===== src/logic/uart_pkg.sv =====
// Constants and types of the serial port with its baud timer
package uart_pkg;

  localparam int ADDR_W = 8;
  localparam int DATA_W = 8;

  // ---------------------------------------------
  // Register map
  // ---------------------------------------------
  localparam logic [7:0] ADDR_SERIAL_CONTROL_REG = 8'h98;
  localparam logic [7:0] ADDR_SBUF = 8'h99;
  localparam logic [7:0] ADDR_PCON = 8'h87;
  localparam logic [7:0] ADDR_TCTL = 8'hC8;
  localparam logic [7:0] ADDR_RLDL = 8'hCA;
  localparam logic [7:0] ADDR_RLDH = 8'hCB;
  localparam logic [7:0] ADDR_CNTL = 8'hCC;
  localparam logic [7:0] ADDR_CNTH = 8'hCD;

  // ---------------------------------------------
  // Field positions
  // ---------------------------------------------
  localparam int SC_RI = 0;
  localparam int SC_TI = 1;
  localparam int SC_RB8 = 2;
  localparam int SC_TB8 = 3;
  localparam int SC_REN = 4;
  localparam int SC_SM2 = 5;
  localparam int SC_SM1 = 6;
  localparam int SC_SM0 = 7;
  localparam int PC_FESEL = 6;
  localparam int PC_DBL = 7;
  localparam int TC_EXTCLK = 1;
  localparam int TC_RUN = 2;
  localparam int TC_EXTF = 6;

  // ---------------------------------------------
  // Timing counts
  // ---------------------------------------------
  localparam logic [2:0] M0_LAST = 3'h5;
  localparam logic [2:0] M0_HALF = 3'h3;
  localparam logic [2:0] M0_BITS = 3'h7;
  localparam logic [3:0] SMP_A = 4'h7;
  localparam logic [3:0] SMP_B = 4'h8;
  localparam logic [3:0] SMP_C = 4'h9;
  localparam logic [3:0] TICK_LAST = 4'hF;
  localparam logic [3:0] TX_LEN8 = 4'h9;
  localparam logic [3:0] TX_LEN9 = 4'hA;
  localparam logic [3:0] RX_LAST8 = 4'h7;
  localparam logic [3:0] RX_LAST9 = 4'h8;
  localparam logic [15:0] CNT_MAX = 16'hFFFF;
  localparam logic [1:0] FIFO_FULL = 2'h2;
  localparam logic [1:0] FIFO_EMPTY = 2'h0;

  typedef enum logic [1:0] {
    MODE_SHIFT = 2'b00,
    MODE_ASYNC8 = 2'b01,
    MODE_FIX9 = 2'b10,
    MODE_VAR9 = 2'b11
  } mode_t;

  typedef enum logic [1:0] {
    RX_IDLE = 2'b00,
    RX_START = 2'b01,
    RX_DATA = 2'b10,
    RX_STOP = 2'b11
  } rx_state_t;

endpackage


===== src/logic/serial_port_top.sv =====
// Serial port with shift mode, async modes and baud timer
//
// The address-and-strobe port is this design's own decision.
`timescale 1ns/1ps
module serial_port_top (
  input wire logic clk_sys_i,
  input wire logic rst_n_i,
  input wire logic [uart_pkg::ADDR_W-1:0] addr_i,
  input wire logic [uart_pkg::DATA_W-1:0] wdata_i,
  input wire logic wr_i,
  input wire logic rd_i,
  output logic [uart_pkg::DATA_W-1:0] rdata_o,
  input wire logic rxd_i,
  output logic rxd_o,
  output logic rxd_oe_o,
  output logic txd_o,
  input wire logic baud_timer_clock_pin_i,
  input wire logic baud_timer_ext_input_i,
  output logic tx_buf_ready_o
);
  import uart_pkg::*;

  // ---------------------------------------------
  // State
  // ---------------------------------------------
  typedef struct packed {
    logic [7:0] rdata;
    logic [2:0] rxd_s;
    logic [2:0] t2_s;
    logic [2:0] baud_timer_ext_input_s;
    logic sm0;
    logic sm1;
    logic sm2;
    logic ren;
    logic tb8;
    logic rb8;
    logic ti;
    logic ri;
    logic fe;
    logic fe_sel;
    logic dbl;
    logic run;
    logic extclk;
    logic extf;
    logic [15:0] rld;
    logic [15:0] cnt;
    logic [7:0] rbuf;
    logic [1:0][8:0] fmem;
    logic wptr;
    logic rptr;
    logic [1:0] fcnt;
    logic div2;
    logic tx_busy;
    logic [9:0] tx_sh;
    logic [3:0] tx_bits;
    logic [3:0] tx16;
    logic tx_line_n;
    logic m0_on;
    logic m0_rx;
    logic [2:0] m0_ph;
    logic [2:0] m0_bits;
    logic [7:0] m0_sh;
    logic sclk_n;
    rx_state_t rx_st;
    logic [3:0] rx16;
    logic [3:0] rx_bits;
    logic [8:0] rx_sh;
    logic s7;
    logic s8;
  } state_t;

  state_t st;
  state_t next_st;
  mode_t mode;
  logic tinc;
  logic ovf;
  logic tick16;
  logic txb;
  logic rx9;
  logic rxs;
  logic maj;
  logic fin;
  logic ninth;
  logic push;
  logic has;
  logic go_tx;
  logic go_rx;
  logic tx_free;
  logic pop;
  logic [8:0] head;

  // ---------------------------------------------
  // Derived strobes
  // ---------------------------------------------
  assign mode = mode_t'({st.sm0, st.sm1});
  assign tinc = st.run & (st.extclk ? (st.t2_s[2] & ~st.t2_s[1]) : 1'b1);
  assign ovf = tinc & (st.cnt == CNT_MAX);
  assign tick16 = (mode == MODE_FIX9) ? (st.dbl | st.div2) : ovf;
  assign txb = tick16 & (st.tx16 == TICK_LAST);
  assign rx9 = tick16 & (st.rx16 == SMP_C);
  assign rxs = st.rxd_s[1];
  assign maj = (st.s7 & st.s8) | (st.s7 & rxs) | (st.s8 & rxs);
  assign fin = rx9 & (st.rx_st == RX_STOP);
  assign ninth = (mode == MODE_ASYNC8) ? maj : st.rx_sh[8];
  assign push = wr_i & (addr_i == ADDR_SBUF) & (st.fcnt != FIFO_FULL);
  assign has = st.fcnt != FIFO_EMPTY;
  assign head = st.fmem[st.rptr];
  assign go_tx = (mode == MODE_SHIFT) & ~st.m0_on & has;
  assign go_rx = (mode == MODE_SHIFT) & ~st.m0_on & ~has & st.ren & ~st.ri;
  assign tx_free = ~st.tx_busy | (st.tx_bits == 4'h0);
  assign pop = go_tx | (txb & tx_free & has & (mode != MODE_SHIFT));

  assign rdata_o = st.rdata;
  assign rxd_o = st.m0_sh[0];
  assign rxd_oe_o = st.m0_on & ~st.m0_rx;
  assign txd_o = (mode == MODE_SHIFT) ? ~st.sclk_n : ~st.tx_line_n;
  assign tx_buf_ready_o = st.fcnt != FIFO_FULL;

  // ---------------------------------------------
  // Next state
  // ---------------------------------------------
  always_comb
  begin
    next_st = st;
    next_st.rdata = '0;
    next_st.rxd_s = {st.rxd_s[1:0], rxd_i};
    next_st.t2_s = {st.t2_s[1:0], baud_timer_clock_pin_i};
    next_st.baud_timer_ext_input_s = {st.baud_timer_ext_input_s[1:0], baud_timer_ext_input_i};
    next_st.div2 = ~st.div2;
    // Timer
    if (ovf)
    begin
      next_st.cnt = st.rld;
    end
    else if (tinc)
    begin
      next_st.cnt = st.cnt + 16'h0001;
    end
    // Register writes
    if (wr_i)
    begin
      if (addr_i == ADDR_SERIAL_CONTROL_REG)
      begin
        if (st.fe_sel)
        begin
          next_st.fe = wdata_i[SC_SM0];
        end
        else
        begin
          next_st.sm0 = wdata_i[SC_SM0];
        end
        next_st.sm1 = wdata_i[SC_SM1];
        next_st.sm2 = wdata_i[SC_SM2];
        next_st.ren = wdata_i[SC_REN];
        next_st.tb8 = wdata_i[SC_TB8];
        next_st.rb8 = wdata_i[SC_RB8];
        next_st.ti = wdata_i[SC_TI];
        next_st.ri = wdata_i[SC_RI];
      end
      else if (addr_i == ADDR_PCON)
      begin
        next_st.dbl = wdata_i[PC_DBL];
        next_st.fe_sel = wdata_i[PC_FESEL];
      end
      else if (addr_i == ADDR_TCTL)
      begin
        next_st.extf = wdata_i[TC_EXTF];
        next_st.run = wdata_i[TC_RUN];
        next_st.extclk = wdata_i[TC_EXTCLK];
      end
      else if (addr_i == ADDR_RLDL)
      begin
        next_st.rld[7:0] = wdata_i;
      end
      else if (addr_i == ADDR_RLDH)
      begin
        next_st.rld[15:8] = wdata_i;
      end
      else if (addr_i == ADDR_CNTL)
      begin
        next_st.cnt[7:0] = wdata_i;
      end
      else if (addr_i == ADDR_CNTH)
      begin
        next_st.cnt[15:8] = wdata_i;
      end
    end
    // Capture input only flags an event
    if (st.baud_timer_ext_input_s[2] & ~st.baud_timer_ext_input_s[1])
    begin
      next_st.extf = 1'b1;
    end
    // Transmit buffer
    if (push)
    begin
      next_st.fmem[st.wptr] = {st.tb8, wdata_i};
      next_st.wptr = ~st.wptr;
    end
    if (pop)
    begin
      next_st.rptr = ~st.rptr;
    end
    if (push & ~pop)
    begin
      next_st.fcnt = st.fcnt + 2'h1;
    end
    else if (pop & ~push)
    begin
      next_st.fcnt = st.fcnt - 2'h1;
    end
    // Shift register mode
    if (go_tx | go_rx)
    begin
      next_st.m0_on = 1'b1;
      next_st.m0_rx = go_rx;
      next_st.m0_ph = '0;
      next_st.m0_bits = '0;
      next_st.m0_sh = go_tx ? head[7:0] : 8'hFF;
      next_st.sclk_n = 1'b1;
    end
    else if (st.m0_on)
    begin
      next_st.m0_ph = (st.m0_ph == M0_LAST) ? 3'h0 : st.m0_ph + 3'h1;
      next_st.sclk_n = next_st.m0_ph < M0_HALF;
      if (st.m0_ph == M0_LAST)
      begin
        next_st.m0_sh = {st.m0_rx ? rxs : 1'b1, st.m0_sh[7:1]};
        next_st.m0_bits = st.m0_bits + 3'h1;
        if (st.m0_bits == M0_BITS)
        begin
          next_st.m0_on = 1'b0;
          next_st.sclk_n = 1'b0;
          if (st.m0_rx)
          begin
            next_st.rbuf = {rxs, st.m0_sh[7:1]};
            next_st.ri = 1'b1;
          end
          else
          begin
            next_st.ti = 1'b1;
          end
        end
      end
    end
    // Asynchronous transmitter
    if (mode == MODE_SHIFT)
    begin
      next_st.tx_busy = 1'b0;
      next_st.tx_line_n = 1'b0;
    end
    else
    begin
      if (tick16)
      begin
        next_st.tx16 = st.tx16 + 4'h1;
      end
      if (txb)
      begin
        if (~tx_free)
        begin
          next_st.tx_line_n = ~st.tx_sh[0];
          next_st.tx_sh = {1'b1, st.tx_sh[9:1]};
          next_st.tx_bits = st.tx_bits - 4'h1;
          if (st.tx_bits == 4'h1)
          begin
            next_st.ti = 1'b1;
          end
        end
        else if (has)
        begin
          next_st.tx_line_n = 1'b1;
          next_st.tx_busy = 1'b1;
          next_st.tx_sh = {1'b1, (mode == MODE_ASYNC8) | head[8], head[7:0]};
          next_st.tx_bits = (mode == MODE_ASYNC8) ? TX_LEN8 : TX_LEN9;
        end
        else
        begin
          next_st.tx_busy = 1'b0;
          next_st.tx_line_n = 1'b0;
        end
      end
    end
    // Asynchronous receiver
    if ((mode == MODE_SHIFT) | ~st.ren)
    begin
      next_st.rx_st = RX_IDLE;
    end
    else
    begin
      case (st.rx_st)
        RX_IDLE:
        begin
          if (st.rxd_s[2] & ~rxs)
          begin
            next_st.rx_st = RX_START;
            next_st.rx16 = '0;
          end
        end
        default:
        begin
          if (tick16)
          begin
            next_st.rx16 = st.rx16 + 4'h1;
            if (st.rx16 == SMP_A)
            begin
              next_st.s7 = rxs;
            end
            if (st.rx16 == SMP_B)
            begin
              next_st.s8 = rxs;
            end
          end
          if (rx9)
          begin
            case (st.rx_st)
              RX_START:
              begin
                next_st.rx_st = maj ? RX_IDLE : RX_DATA;
                next_st.rx_bits = '0;
              end
              RX_DATA:
              begin
                next_st.rx_sh = {maj, st.rx_sh[8:1]};
                next_st.rx_bits = st.rx_bits + 4'h1;
                if (st.rx_bits == ((mode == MODE_ASYNC8) ? RX_LAST8 : RX_LAST9))
                begin
                  next_st.rx_st = RX_STOP;
                end
              end
              default:
              begin
                next_st.rx_st = RX_IDLE;
                if (~maj)
                begin
                  next_st.fe = 1'b1;
                end
                if (~st.ri & (~st.sm2 | ninth))
                begin
                  next_st.rbuf = (mode == MODE_ASYNC8) ? st.rx_sh[8:1] : st.rx_sh[7:0];
                  next_st.rb8 = ninth;
                  next_st.ri = 1'b1;
                end
              end
            endcase
          end
        end
      endcase
    end
    // Register reads
    if (rd_i)
    begin
      if (addr_i == ADDR_SERIAL_CONTROL_REG)
      begin
        next_st.rdata[SC_SM0] = st.fe_sel ? st.fe : st.sm0;
        next_st.rdata[SC_SM1] = st.sm1;
        next_st.rdata[SC_SM2] = st.sm2;
        next_st.rdata[SC_REN] = st.ren;
        next_st.rdata[SC_TB8] = st.tb8;
        next_st.rdata[SC_RB8] = st.rb8;
        next_st.rdata[SC_TI] = st.ti;
        next_st.rdata[SC_RI] = st.ri;
      end
      else if (addr_i == ADDR_SBUF)
      begin
        next_st.rdata = st.rbuf;
      end
      else if (addr_i == ADDR_PCON)
      begin
        next_st.rdata[PC_DBL] = st.dbl;
        next_st.rdata[PC_FESEL] = st.fe_sel;
      end
      else if (addr_i == ADDR_TCTL)
      begin
        next_st.rdata[TC_EXTF] = st.extf;
        next_st.rdata[TC_RUN] = st.run;
        next_st.rdata[TC_EXTCLK] = st.extclk;
      end
      else if (addr_i == ADDR_RLDL)
      begin
        next_st.rdata = st.rld[7:0];
      end
      else if (addr_i == ADDR_RLDH)
      begin
        next_st.rdata = st.rld[15:8];
      end
      else if (addr_i == ADDR_CNTL)
      begin
        next_st.rdata = st.cnt[7:0];
      end
      else if (addr_i == ADDR_CNTH)
      begin
        next_st.rdata = st.cnt[15:8];
      end
    end
  end

  always_ff @(posedge clk_sys_i or negedge rst_n_i)
  begin
    if (!rst_n_i)
    begin
      st <= '0;
    end
    else
    begin
      st <= next_st;
    end
  end
endmodule // serial_port_top


===== config.mk =====
export PLATFORM = sky130hd
export DESIGN_NAME = serial_port_top
export DESIGN_NICKNAME = d
export VERILOG_FILES = /design/src/logic/uart_pkg.sv /design/src/logic/serial_port_top.sv
export SDC_FILE = /design/constraint.sdc
export NUM_CORES = 1
export LEC_CHECK = 0
export BUFFER_PORTS_ARGS = -buffer_cell sky130_fd_sc_hd__buf_2
export CORE_ASPECT_RATIO = 2
export CORE_UTILIZATION = 38
export CTS_CLUSTER_SIZE = 28
export DETAILED_ROUTE_END_ITERATION = 12
export SYNTH_ARGS = -nofsm -noshare
export SYNTH_HDL_FRONTEND = slang
export SYNTH_SLANG_ARGS = --single-unit

===== constraint.sdc =====
create_clock -name clk_sys_i -period 1.9 [get_ports clk_sys_i]
set_clock_uncertainty 0.1 [all_clocks]
set_input_delay 0.19 -clock clk_sys_i [delete_from_list [all_inputs] [get_ports clk_sys_i]]
set_output_delay 0.19 -clock clk_sys_i [all_outputs]
set_load 0.005 [all_outputs]

==> results.md <==
* Status: finished, violations left
* Failing checks: setup timing
* Layout fillers at 1778
* Hold Crit Depth at 3
* GRT Total Usage at 0.241
* Final core utilization at 0.532
* Comb power frac at 0.249
* Crit. End Element: flip-flop
* Largest net degree at the start of global routing at 50
* Worst-Margin Slew at 0.562 ns
* WP data required at 2.12 ns
* Period Utilization, post-route at 1.11
* Die Span Y at 209 um
* Worst path depth at 8
* Number of synthesized register bits at 152
* CP max FO at 5
* Final count of hold timing violations at 0
* Netlist cell types at 81
* Worst hold path class: primary input to flip-flop
* Max-cap violations at 0
* PortBufs at 34
* Final WL at 25.8 mm
* H-tree depth at 4
* Via count at 6772
* Die area at 0.0219 sq mm
* Commonest cells after routing, fill and taps aside: dfrtp_1 (151), buf_4 (140), mux2i_1 (56)
* Clock sinks at 152
* Asr flop ratio synth at 1.00
* Most used cell along the critical path: nand3_4
* Worst-path clk slew at 0.07 ns
* Syn_area_per_cell at 11.0 sq um
* Commonest non-fill, non-tap cell in the layout: dfrtp_1
* CTS tree: yes
* RSZ-0062 raised after global routing: yes
* R2r worst-path depth at 8
* Syn Nets at 774
* Starting Density at 0.387
* Routed Antenna Nets at 0
* Routed vias/inst at 5.55
* TritonCTS Buffers at 17
* DRT iter0 DRCs at 330
* Final WS setup at -0.208 ns
* Maximum vdd drop at 0.640 mV
* CP max-delay cell: dfrtp_1
* Sequential share of the synthesized area at 0.469
* Power per Cell Area at 862 mW/mm^2
* Mapped Area at 0.00810 sq mm
* Row count at 75
* First-pass GRT wire length at 38.9 mm
* Clock power share at 0.340
* Setup CP Type: flip-flop to flip-flop
* CP top delay family: compound AO/OA/AOI/OAI gates
* DP HPWL at 18.9 mm
* Slew HR at 0.623
* Number of antenna diodes at 0
* Worst path cell trace: ha_4 > buf_6 > buf_4 > nand3_4 > a2111oi_4 > a21o_4 > nand3_4 > mux2_4
* Synthesis warning total at 0
* Hold slack final at 0.0188 ns
* Core ar. at 0.0209 sq mm
* Clk root buf: clkbuf_16
* Crit path DAT at 2.33 ns
* CP max stage delay at 0.39 ns
* GRT overflow at 0
* EDFF count, synth at 0
* Post-route DRC at 0
* IO Count at 35
* Final nets at 976
* Final setup violation count at 65
* Synth-to-layout area growth at 37.5%
* Pre-Repair DR Iteration Count at 6
* LEAKAGE at 5.25 nW
* Net switching power at 2.95 mW
* Initial antenna violation count at 0
* Max Clk Rate at 474 MHz
* Slew Viols, Final at 0
* Register share of total power at 0.411
* Crit path time final at 2.11 ns
* Vias in the first global route at 7015
* Syn Inst Count at 736
* RD Place Congestion at 0.972
* Buf+Inv Stages, Crit Path at 2
* Routed len/inst at 21.2 um
* Int Power at 6.66 mW
* Share of cells above drive strength 1 at 0.431
* Switching fraction of total power at 0.307
* Skew-Pair Late Insertion Delay at 0.44 ns
* Max Root-Sink Buffers at 2
* Synth Flop Type: dfrtp_1
* CP startpoint kind: flip-flop
* Width of the die at 105 um
[worst paths after layout]
| path | slack (ns) | start | to |
|---|---|---|---|
| worst min register to register | 0.26 | next_st[142] | next_st[143] |
| min in group asynchronous | 0.16 | rst_n_i | st[73] |
| max in group asynchronous | 0.92 | rst_n_i | st[54] |
| worst max register to register | -0.21 | st[90] | st[2] |
| worst max-delay path | -0.21 | st[90] | st[2] |
| worst min-delay path | 0.02 | wdata_i[5] | st[102] |
[power by group through the flow]
stage	sequential (mW)	combinational [mW]	clock, mW
after global placement	3.96	2.05	0
after global routing	3.98	2.58	3.47
after floorplan	3.91	1.12	0
final	3.95	2.39	3.27
after CTS	3.94	2.24	3.34
after detailed placement	3.98	2.06	0
[worst min-delay path, cell delays in order]
cell and delay [ns]:
buf_2 0.19, nand2_1 0.08, o21ai_1 0.05
[layout make-up]
type | count | area, sq um | area share
Clock inverter | 13 | 121 | 0.0109
Sequential cell | 152 | 3800 | 0.341
Clock buffer | 19 | 443 | 0.0397
Inverter | 19 | 71.3 | 0.00640
Multi-Input combinational cell | 528 | 4540 | 0.408
Timing Repair Buffer | 220 | 1820 | 0.164
Tap cell | 269 | 337 | 0.0302
[what timing repair did]
item,4_1_cts,5_1_grt
gates resized for setup,85,67
hold buffers,7,0
setup endpoints to repair,68,70
pin swaps,25,32
cloned,3,0
hold endpoints to repair,83,0
setup buffers,27,19
[flip-flops by register name, indices dropped and copies added, names as in the netlist]
| name | count |
|---|---|
| st | 135 |
| rdata_o | 8 |
| next_st | 6 |
| mode | 2 |
| rxd_o | 1 |
[per-layer routing]
metal,track usage,share of wire
met3,0.0545,0.041
met5,0,0
met4,0.210,0.088
met2,0.444,0.55
met1,0.213,0.33
[synthesized netlist by cell type (all sizes together) (8+ instances only)]
library cell	count	share of area
mux2	74	0.10
o21ai	49	0.031
a21o	10	0.0093
mux2i	57	0.070
a21oi	42	0.026
ha	15	0.023
dfrtp	152	0.47
buf	27	0.022
and3	8	0.0062
clkbuf	13	0.0060
nor2	38	0.019
nand2	53	0.026
nor2b	10	0.0077
nand4	13	0.013
inv	19	0.0088
nand2b	12	0.0093
xor2	8	0.0086
nand3	28	0.019
xnor2	10	0.011
nor3	11	0.0074
[kinds of logic after synthesis]
family	synth area share
XOR/XNOR	0.0195
buffers and inverters	0.0364
multiplexers	0.174
flip-flops	0.469
AND/OR/NAND/NOR	0.141
adder cells (fa/ha/maj)	0.0244
AO/OA/AOI/OAI	0.136
[per-stage QoR]
stage	setup WS [ns]	power (mW)	std cells	cell area (sq um)	TNS, ns
after global placement	-0.263	6.01	1139	9630	-7.60
after CTS	-0.165	9.52	1208	10800	-2.87
after global routing	-0.277	10.0	1220	11100	-9.80
after detailed placement	-0.289	6.04	1139	9630	-9.09
after floorplan	-0.131	5.03	736	8200	-0.893
final	-0.208	9.61	1220	11100	-6.47
(Power assumes the default switching activity.)
